==> config.mk <==
export PLATFORM = sky130hd
export DESIGN_NAME = fmc_top
export DESIGN_NICKNAME = d
export VERILOG_FILES = /design/src/inc/fmc_pkg.sv /design/src/core/fmc_top.sv
export SDC_FILE = /design/constraint.sdc
export NUM_CORES = 1
export LEC_CHECK = 0
export BUFFER_PORTS_ARGS = -buffer_cell sky130_fd_sc_hd__buf_2
export CAP_MARGIN = 20
export CORE_MARGIN = 8
export CORE_UTILIZATION = 60
export DETAILED_ROUTE_END_ITERATION = 8
export PLACE_DENSITY = 0.84
export SETUP_SLACK_MARGIN = 0.05
export SLEW_MARGIN = 20
export SYNTH_ARGS = -nofsm -noshare
export SYNTH_HDL_FRONTEND = slang
export SYNTH_SLANG_ARGS = --single-unit
export TNS_END_PERCENT = 1
==> constraint.sdc <==
create_clock -name SYS_CLK -period 5.45 [get_ports SYS_CLK]
set_input_delay 0.2725 -clock SYS_CLK [delete_from_list [all_inputs] [get_ports SYS_CLK]]
set_output_delay 0.2725 -clock SYS_CLK [all_outputs]
set_load 0.005 [all_outputs]
==> src/inc/fmc_pkg.sv <==
package fmc_pkg;

  // ==========================================================
  // Register map, byte addresses
  localparam logic [4:0] FMC_ADR_CTRL1 = 5'h00;
  localparam logic [4:0] FMC_ADR_CTRL2 = 5'h04;
  localparam logic [4:0] FMC_ADR_CAPT = 5'h08;
  localparam logic [4:0] FMC_ADR_GPER = 5'h0c;
  localparam logic [4:0] FMC_ADR_STAT = 5'h10;
  localparam logic [4:0] FMC_ADR_ISTAT = 5'h14;
  localparam logic [4:0] FMC_ADR_IMASK = 5'h18;

  // ==========================================================
  // Field positions
  localparam int FMC_C1_START = 0;
  localparam int FMC_C1_SRC = 1;
  localparam int FMC_C1_CLEAR = 3;
  localparam int FMC_C2_GSEL = 0;
  localparam int FMC_C2_EDGE = 2;
  localparam int FMC_C2_MODE = 3;
  localparam int FMC_C2_ODIS = 4;
  localparam int FMC_C2_PSEL = 5;
  localparam int FMC_C2_DIV = 7;
  localparam int FMC_C2_SLOW = 8;
  localparam int FMC_GP_LO = 4;
  localparam int FMC_ST_GATE = 0;
  localparam int FMC_ST_OVF = 1;
  localparam int FMC_IRQ_GATE = 0;
  localparam int FMC_IRQ_OVF = 1;

  // ==========================================================
  // Encodings and widths
  localparam logic [1:0] FMC_SRC_EXT = 2'h3;
  localparam logic [1:0] FMC_GS_PIN = 2'h0;
  localparam logic [1:0] FMC_GS_TMR = 2'h1;
  localparam logic [1:0] FMC_GS_INT = 2'h2;
  localparam int FMC_CNT_W = 18;
  localparam logic [17:0] FMC_CNT_MAX = 18'h3ffff;
  localparam int FMC_DIV_W = 16;
  localparam int FMC_FS_BASE = 4;
  localparam logic [4:0] FMC_PER_TOP = 5'h10;

  // Internal gate generator states
  typedef enum logic [1:0] {
    FMC_G_IDLE = 2'b00,
    FMC_G_HIGH = 2'b01,
    FMC_G_LOW = 2'b10
  } fmc_gstate_t;

  // Complete block state
  typedef struct packed {
    logic ack;
    logic [31:0] rdat;
    logic start;
    logic [1:0] src_sel;
    logic [1:0] gsel;
    logic edge_both;
    logic edge_mode;
    logic out_dis;
    logic [1:0] psel;
    logic div_sel;
    logic slow;
    logic [3:0] hi_set;
    logic [3:0] lo_set;
    logic [3:0] hi_sh;
    logic [3:0] lo_sh;
    logic [17:0] cnt;
    logic ovf;
    logic [1:0] ist;
    logic [1:0] imask;
    logic irq;
    logic cin_s1;
    logic cin_s2;
    logic gpin_s1;
    logic gpin_s2;
    logic cin_prev;
    logic and_prev;
    logic gate_prev;
    fmc_gstate_t gst;
    logic [4:0] gcnt;
    logic [15:0] div;
    logic [5:0] fsdiv;
    logic pin_out;
    logic pin_oe_n;
  } fmc_state_t;

endpackage : fmc_pkg

==> src/core/fmc_top.sv <==
module fmc_top #(
  parameter int FC_SHIFT_BASE = 12
) (
  // Clock and reset
  input wire logic SYS_CLK,
  input wire logic RST_N,
  // Wishbone slave
  input wire logic WB_CYC_I,
  input wire logic WB_STB_I,
  input wire logic WB_WE_I,
  input wire logic [4:0] WB_ADR_I,
  input wire logic [3:0] WB_SEL_I,
  input wire logic [31:0] WB_DAT_I,
  output logic [31:0] WB_DAT_O,
  output logic WB_ACK_O,
  // Measurement pins
  input wire logic COUNT_INPUT_PIN,
  input wire logic EXTERNAL_GATE_PIN,
  // Other timer and low-frequency tick, same clock
  input wire logic OTHER_TIMER_OUTPUT,
  input wire logic FS_TICK,
  // Shared output pin
  output logic SHARED_OUTPUT_PIN,
  output logic SHARED_OUTPUT_PIN_OE_N,
  // Interrupt
  output logic TIMER_INTERRUPT
);
  import fmc_pkg::*;

  // ==========================================================
  // Helpers
  // True on the last cycle of a power-of-two divider period
  function automatic logic tick_f(input logic [15:0] c, input int sh);
    logic [15:0] m;
    m = (16'h0001 << sh) - 16'h0001;
    return (c & m) == m;
  endfunction : tick_f

  // Prescale select 11 behaves as 10
  function automatic int ps_f(input logic [1:0] p);
    return (p == 2'h3) ? 2 : int'(p);
  endfunction : ps_f

  fmc_state_t q;
  fmc_state_t d;
  logic req;
  logic wr;
  logic clr;
  logic gate;
  logic gtick;
  logic en;
  logic cin_fall;
  logic and_now;
  logic gfall;
  logic grise;
  logic inc;
  logic [1:0] ev;

  // ==========================================================
  // Bus and event decode
  always_comb begin
    req = WB_CYC_I && WB_STB_I;
    wr = req && WB_WE_I && q.ack && WB_SEL_I[0];
    clr = wr && WB_ADR_I == FMC_ADR_CTRL1 && WB_DAT_I[FMC_C1_CLEAR];
    // Gate source mux
    case (q.gsel)
      FMC_GS_PIN: gate = q.gpin_s2;
      FMC_GS_TMR: gate = OTHER_TIMER_OUTPUT;
      FMC_GS_INT: gate = (q.gst == FMC_G_HIGH);
      default: gate = 1'b0;
    endcase
    // Gate prescale tick from fast divider or slow tick
    if (q.div_sel || q.slow) begin
      gtick = FS_TICK &&
        tick_f({10'h000, q.fsdiv}, FMC_FS_BASE + ps_f(q.psel));
    end else begin
      gtick = tick_f(q.div, FC_SHIFT_BASE + ps_f(q.psel));
    end
    en = q.start && q.src_sel == FMC_SRC_EXT;
    cin_fall = q.cin_prev && !q.cin_s2;
    and_now = q.cin_s2 && gate;
    gfall = q.gate_prev && !gate;
    grise = !q.gate_prev && gate;
    if (q.edge_mode) begin
      inc = en && ((cin_fall && gate) || gfall);
    end else begin
      inc = en && q.and_prev && !and_now;
    end
    ev = 2'b00;
    ev[FMC_IRQ_GATE] = gfall || (q.edge_both && grise);
    ev[FMC_IRQ_OVF] = inc && q.cnt == FMC_CNT_MAX;
  end

  // ==========================================================
  // Next state
  always_comb begin
    d = q;
    // Two-stage synchronisers for pins
    d.cin_s1 = COUNT_INPUT_PIN;
    d.cin_s2 = q.cin_s1;
    d.gpin_s1 = EXTERNAL_GATE_PIN;
    d.gpin_s2 = q.gpin_s1;
    d.cin_prev = q.cin_s2;
    d.and_prev = and_now;
    d.gate_prev = gate;
    d.div = q.div + 16'h0001;
    if (FS_TICK) begin
      d.fsdiv = q.fsdiv + 6'h01;
    end

    // Bus answer one cycle after the request
    d.ack = req && !q.ack;
    d.rdat = 32'h0000_0000;
    if (req && !q.ack && !WB_WE_I) begin
      case (WB_ADR_I)
        FMC_ADR_CTRL1: begin
          d.rdat[FMC_C1_START] = q.start;
          d.rdat[FMC_C1_SRC +: 2] = q.src_sel;
        end
        FMC_ADR_CTRL2: begin
          d.rdat[FMC_C2_GSEL +: 2] = q.gsel;
          d.rdat[FMC_C2_EDGE] = q.edge_both;
          d.rdat[FMC_C2_MODE] = q.edge_mode;
          d.rdat[FMC_C2_ODIS] = q.out_dis;
          d.rdat[FMC_C2_PSEL +: 2] = q.psel;
          d.rdat[FMC_C2_DIV] = q.div_sel;
          d.rdat[FMC_C2_SLOW] = q.slow;
        end
        FMC_ADR_CAPT: d.rdat[FMC_CNT_W-1:0] = q.cnt;
        FMC_ADR_GPER: d.rdat[7:0] = {q.lo_set, q.hi_set};
        FMC_ADR_STAT: begin
          d.rdat[FMC_ST_GATE] = q.gate_prev;
          d.rdat[FMC_ST_OVF] = q.ovf;
        end
        FMC_ADR_ISTAT: d.rdat[1:0] = q.ist;
        FMC_ADR_IMASK: d.rdat[1:0] = q.imask;
        default: d.rdat = 32'h0000_0000;
      endcase
    end

    // Register writes need the low byte lane; the CTRL2 slow bit also needs lane 1
    if (wr) begin
      case (WB_ADR_I)
        FMC_ADR_CTRL1: begin
          d.start = WB_DAT_I[FMC_C1_START];
          d.src_sel = WB_DAT_I[FMC_C1_SRC +: 2];
        end
        FMC_ADR_CTRL2: begin
          d.gsel = WB_DAT_I[FMC_C2_GSEL +: 2];
          d.edge_both = WB_DAT_I[FMC_C2_EDGE];
          d.edge_mode = WB_DAT_I[FMC_C2_MODE];
          d.out_dis = WB_DAT_I[FMC_C2_ODIS];
          d.psel = WB_DAT_I[FMC_C2_PSEL +: 2];
          d.div_sel = WB_DAT_I[FMC_C2_DIV];
          d.slow = WB_SEL_I[1] ? WB_DAT_I[FMC_C2_SLOW] : q.slow;
        end
        FMC_ADR_GPER: begin
          d.hi_set = WB_DAT_I[3:0];
          d.lo_set = WB_DAT_I[FMC_GP_LO +: 4];
        end
        FMC_ADR_IMASK: d.imask = WB_DAT_I[1:0];
        default: d.imask = q.imask;
      endcase
    end

    // Counter, held while gate stays low after its falling cycle, resumed when not cleared
    if (clr) begin
      d.cnt = '0;
    end else if (inc) begin
      d.cnt = q.cnt + 18'h00001;
    end
    // Overflow flag, a wrap in the clearing cycle still sets it
    if (ev[FMC_IRQ_OVF]) begin
      d.ovf = 1'b1;
    end else if (clr) begin
      d.ovf = 1'b0;
    end

    // Sticky interrupt status, write one to clear, set wins
    if (wr && WB_ADR_I == FMC_ADR_ISTAT) begin
      d.ist = q.ist & ~WB_DAT_I[1:0];
    end
    d.ist = d.ist | ev;
    d.irq = |(q.ist & q.imask);

    // Internal gate generator
    if (!(q.start && q.gsel == FMC_GS_INT)) begin
      d.gst = FMC_G_IDLE;
      d.gcnt = 5'h00;
    end else begin
      case (q.gst)
        FMC_G_IDLE: begin
          // First high waits for a divider tick
          if (gtick) begin
            d.gst = FMC_G_HIGH;
            d.hi_sh = q.hi_set;
            d.lo_sh = q.lo_set;
            d.gcnt = FMC_PER_TOP - {1'b0, q.hi_set};
          end
        end
        FMC_G_HIGH: begin
          if (gtick) begin
            if (q.gcnt == 5'h01) begin
              // New settings are taken on entry to the low period
              d.gst = FMC_G_LOW;
              d.hi_sh = q.hi_set;
              d.lo_sh = q.lo_set;
              d.gcnt = FMC_PER_TOP - {1'b0, q.lo_set};
            end else begin
              d.gcnt = q.gcnt - 5'h01;
            end
          end
        end
        FMC_G_LOW: begin
          if (gtick) begin
            if (q.gcnt == 5'h01) begin
              d.gst = FMC_G_HIGH;
              d.gcnt = FMC_PER_TOP - {1'b0, q.hi_sh};
            end else begin
              d.gcnt = q.gcnt - 5'h01;
            end
          end
        end
        default: d.gst = FMC_G_IDLE;
      endcase
    end

    // Shared pin carries the other timer output when enabled
    d.pin_out = OTHER_TIMER_OUTPUT;
    d.pin_oe_n = !(q.gsel == FMC_GS_TMR && !q.out_dis);
  end

  // ==========================================================
  // State register
  always_ff @(posedge SYS_CLK) begin
    if (!RST_N) begin
      q <= '0;
      q.pin_oe_n <= 1'b1;
      q.gst <= FMC_G_IDLE;
    end else begin
      q <= d;
    end
  end

  // Outputs
  always_comb begin
    WB_DAT_O = q.rdat;
    WB_ACK_O = q.ack;
    SHARED_OUTPUT_PIN = q.pin_out;
    SHARED_OUTPUT_PIN_OE_N = q.pin_oe_n;
    TIMER_INTERRUPT = q.irq;
  end
endmodule : fmc_top

Word-level counts from Yosys, hierarchy flattened
Cells that the tools add are included.

cells by class
  $add $sub $neg = 11
  equality and inequality tests = 21
  shifts and indexed selects = 2
  multiplexer cells = 24
  bitwise logic cells = 7
  reduce and logical (&&, ||, !) cells = 53

operators with widths
  operator               number
  $add 4x32->32 const A  1
  $eq 16x16->1           2
  $shl 1x32->16 const A  1
  $sub 16x1->16 const B  2
  $pmux 5 s3             2
  $mux 8                 3
  $logic_and 1x1->1      23
  $mux 7                 3
  $add 18x1->18 const B  1
  $eq 18x18->1 const B   1
  $add 16x1->16 const B  1
  $and 16x16->16         1
  $and 6x16->16          1
  $pmux 8 s2             1
  $shl 1x5->16 const A   1
  $eq 5x5->1 const B     3
  $sub 5x4->5 const A    3
  $pmux 2 s7             1
  $reduce_and 2->1       6
  $eq 5x4->1 const B     2
  $mux 5                 2
  $reduce_and 5->1       2
  $eq 2x2->1 const B     4
  $logic_not 1->1        8
  other kinds (26)       43

storage, ports and cells
  flip-flop bits (word level) = 119
  bits of input ports = 50
  output and inout port bits = 36
  logic and storage cells = 152

Longest topological paths before layout
  depth in word-level cells = 11
  depth in mapped cells = 9
  mapped depth without buffers = 7

Worst setup path before layout
No wires, ideal clock.

  kind = flip-flop to flip-flop
  start point = register q[30] in the netlist's numbering
  end point = register q[50] in the netlist's numbering
  setup time = 0.070 ns
  arrival = 1.994 ns
  data required time = 5.380 ns
  setup slack = 3.385 ns
  cell stages (with the launch flop) = 9
  buffers on the path = 1
  clock period less this slack = 2.065 ns
  path through = dfxtp_1 > inv_1 > ha_1 > mux2i_1 > mux2i_2 > o21ai_2 > buf_6 > or4_1 > a21oi_1

on the way
  word-level cells in the longest chain between the ends = 7
  elaborated cells between the ends (all ways) = 11
  those cells by class = eq/ne (1); mux (2); reduce/logical (8)

RTL lines
  item               line           text
  from (decl)        fmc_top.sv:44  fmc_state_t q;
  $eq 2x1->1 *       fmc_top.sv:69  FMC_GS_INT: gate = (q.gst == FMC_G_HIGH);
  $pmux 1 s3 *       fmc_top.sv:66  case (q.gsel)
  $logic_not 1->1    fmc_top.sv:82  gfall = q.gate_prev && !gate;
  $logic_and 1x1->1  fmc_top.sv:82
  $logic_or 1x1->1   fmc_top.sv:85  inc = en && ((cin_fall && gate) || gfall);
  $logic_and 1x1->1  fmc_top.sv:85
  $mux 1 *           fmc_top.sv:84  if (q.edge_mode) begin

Every way passes the cells marked *; elsewhere a longest branch is shown, timed or not.
A chain may end at the register's enable or synchronous reset.

Worst setup path in the final report
  start point = register q[30] in the netlist's numbering
  end point = register q[42] in the netlist's numbering

on the way
  word-level cells in the longest chain between the ends = 9
  elaborated cells between the ends (all ways) = 13
  those cells by class = eq/ne (1); mux (2); bitwise (1); reduce/logical (9)

RTL lines
  item                 line            text
  $eq 2x1->1 *         fmc_top.sv:69
  $pmux 1 s3 *         fmc_top.sv:66
  $logic_not 1->1      fmc_top.sv:82
  $logic_and 1x1->1    fmc_top.sv:82
  $logic_or 1x1->1     fmc_top.sv:85
  $logic_and 1x1->1    fmc_top.sv:85
  $mux 1 *             fmc_top.sv:84
  $logic_and 1x1->1 *  fmc_top.sv:91   ev[FMC_IRQ_OVF] = inc && q.cnt == FMC_CNT_MAX;
  $or 2x2->2 *         fmc_top.sv:183  d.ist = d.ist | ev;

Marked as above.

==> impl_metrics.env <==
export IMPL_outcome="finished clean"
export IMPL_start_util_pct=60.83
export IMPL_vias_per_cell=5.959
export IMPL_drive_above_1_share_pct=13.73
export IMPL_grt_pass1_wl_um=18750
export IMPL_synth_edff_count=0
export IMPL_syn_area_per_cell_sq_um=8.727
export IMPL_routabilityCongestion=0.8921
export IMPL_tightestPinTransition_ps=1013
export IMPL_crit_start="q[30]$_SDFFE_PN0P_"
export IMPL_die_h_um=109.3
export IMPL_cts_buffer_depth=2
export IMPL_diodes=0
export IMPL_drv_cap=0
export IMPL_max_freq_mhz=349.6
export IMPL_post_cts_setup_buffers=0
export IMPL_peakVddDrop_v=0.0001643
export IMPL_power_density_nw_per_um2=237.0
export IMPL_ys_warn_count=0
export IMPL_hold_viol=0
export IMPL_start_kind="register"
export IMPL_fp_coreArea_sq_um=8593
export IMPL_ioPinCount=86
export IMPL_synthXorXnorAreaFrac_pct=3.686
export IMPL_synth_compound_area_share_pct=15.32
export IMPL_route_detailed_drc=0
export IMPL_synth_simple_gate_area_share_pct=22.71
export IMPL_drtIter0Drc=293
export IMPL_synthCells=599
export IMPL_synth_area_mux_share_pct=6.056
export IMPL_slew_violations=0
export IMPL_yosysTopAreaCell="dfxtp_1"
export IMPL_grt_antenna_before_repair=0
export IMPL_n_fill_cell=716
export IMPL_grt_max_degree=51
export IMPL_clock_skew_ps=8.128
export IMPL_final_net_count=678
export IMPL_cts_inserted_buffers=9
export IMPL_yosysSeqAreaShare_pct=40.21
export IMPL_synthFlopType="dfxtp_1"
export IMPL_synth_distinct_cells=73
export IMPL_grt_pass1_vias=3926
export IMPL_cts_root_buffer="clkbuf_8"
export IMPL_cts_resized=0
export IMPL_worstHoldStart="COUNT_INPUT_PIN"
export IMPL_io_buffer_count=46
export IMPL_insertion_delay_ps=370
export IMPL_ant_nets=0
export IMPL_final_core_util_pct=63.76
export IMPL_wl_um=11630
export IMPL_ys_async_sr_fraction_pct=0
export IMPL_syn_area_sq_um=5228
export IMPL_grt_overflow_total=0
export IMPL_cp_end_kind="register"
export IMPL_final_cell_mix="dfxtp_1 (105), nor2_1 (57), nand2_1 (56)"
export IMPL_synth_top_family_by_area="simple AND/OR/NAND/NOR gates"
export IMPL_critPathArrivalTime_ps=3130
export IMPL_grt_use_total_pct=19.50
export IMPL_clock_sinks=105
export IMPL_fp_dieArea_sq_um=11960
export IMPL_rows=34
export IMPL_synth_seq_cells=105
export IMPL_path_max_fanout=30
export IMPL_route_vias_total=4332
export IMPL_synth_top_area_share_pct=40.21
export IMPL_r2r_start="q[30]$_SDFFE_PN0P_"
export IMPL_place_hpwl_um=8594
export IMPL_setup_viol=0
export IMPL_p_leak_nw=1.997
export IMPL_clk_pin_slew_worst_paths_ps=100
export IMPL_area_growth_pct=4.811
export IMPL_synthAdderAreaFrac_pct=3.351
export IMPL_relSlewSlack_pct=32.43
export IMPL_criticalPathCategory="reg -> reg"
export IMPL_drt_pre_antenna_iters=5
export IMPL_final_common_cell="dfxtp_1"
export IMPL_layout_min_cycle_time_ps=2861
export IMPL_cp_required_ps=5720
export IMPL_htreeDepth=3
export IMPL_cts_tree="done"
export IMPL_period_share_pct=52.49
export IMPL_holdBufCountCts=0
export IMPL_die_w_um=109.3
export IMPL_wl_per_cell_um=16.00
export IMPL_hold_class="in -> reg"
export IMPL_tns_ps=0
export IMPL_rsz0062_at_grt="false"
export IMPL_synth_area_leaders="dfxtp_1 (40%), buf_4 (4.6%), mux2i_1 (4.2%)"
worst max-delay path: stages, from the launching register on:
cell     delay [ps]
dfxtp_1         350
inv_1           110
ha_1            450
mux2i_1         250
mux2_4          350
o21ai_2         780
nor3_1          230
o21a_1          240
kinds of logic (layout without fill, tap and decap cells):
logic type,after synthesis,count (layout)
mux,30,30
buf+inv,79,85
fa+ha+maj,14,14
compound gates,121,121
other cells,2,16
simple gates,226,226
flops,105,105
xor+xnor,22,22
layout make-up:
class / instances / area [sq um] / area share, %
inverters: 22 / 82.58 / 1.507
clock inverters: 6 / 51.30 / 0.9363
multi-input cells: 429 / 2733 / 49.87
clock buffers: 10 / 137.6 / 2.512
flip-flops and latches: 105 / 2102 / 38.37
well taps: 108 / 135.1 / 2.466
repair buffers: 47 / 237.7 / 4.339
sequential cells by signal (all words and copies together), names as in the netlist:
register,flops
q,80
WB_DAT_O,18
d,3
SHARED_OUTPUT_PIN,1
SHARED_OUTPUT_PIN_OE_N,1
TIMER_INTERRUPT,1
WB_ACK_O,1
through the flow:
| stage | worst slack [ps] | area, sq um | power (W) | std cells | hold slack (ps) |
|---|---|---|---|---|---|
| 2_1_floorplan | 3385 | 5280 | 0.0008350 | 613 | 394.2 |
| 3_3_place_gp | 2738 | 5290 | 0.0008461 | 711 | 417.6 |
| 3_5_place_dp | 2645 | 5290 | 0.0008491 | 711 | 418.4 |
| 4_1_cts | 2616 | 5479 | 0.001303 | 727 | 92.45 |
| 5_1_grt | 2384 | 5479 | 0.001341 | 727 | 97.37 |
| 6_report | 2589 | 5479 | 0.001299 | 727 | 105.3 |
power breakdown:
part,internal (W),switching (W),leakage (nW)
Combinational,0.0000186,0.0000370,1.06
Clock,0.000184,0.000282,0.0866
Sequential,0.000773,0.00000436,0.848
Total,0.000975,0.000323,2.00
Yosys cell counts (all sizes together), types with 13 or more instances:
master  number
nand2       56
a21oi       40
ha          14
o31ai       13
clkbuf      17
inv         22
nor2        57
o21ai       19
buf         40
and2        19
nand3       16
or4         13
dfxtp      105
nand4       13
mux2i       23
layer usage:
layer	wire (um)	vias up	track usage, %
met5	0	-	0
met2	5272	161	31.05
met1	5251	2037	25.63
li1	-	2113	-
met3	890	21	3.576
met4	218	0	7.811
final timing paths:
path                                    endpoint  slack, ps  cells after the start
worst min-delay path            d[36]$_SDFF_PN0_        110                      2
worst min register to register  q[34]$_SDFF_PN0_        440                      1
worst max register to register  q[42]$_SDFF_PN0_       2590                      7
worst max-delay path            q[42]$_SDFF_PN0_       2590                      7
Note: power is estimated with default switching activity, not from simulation.
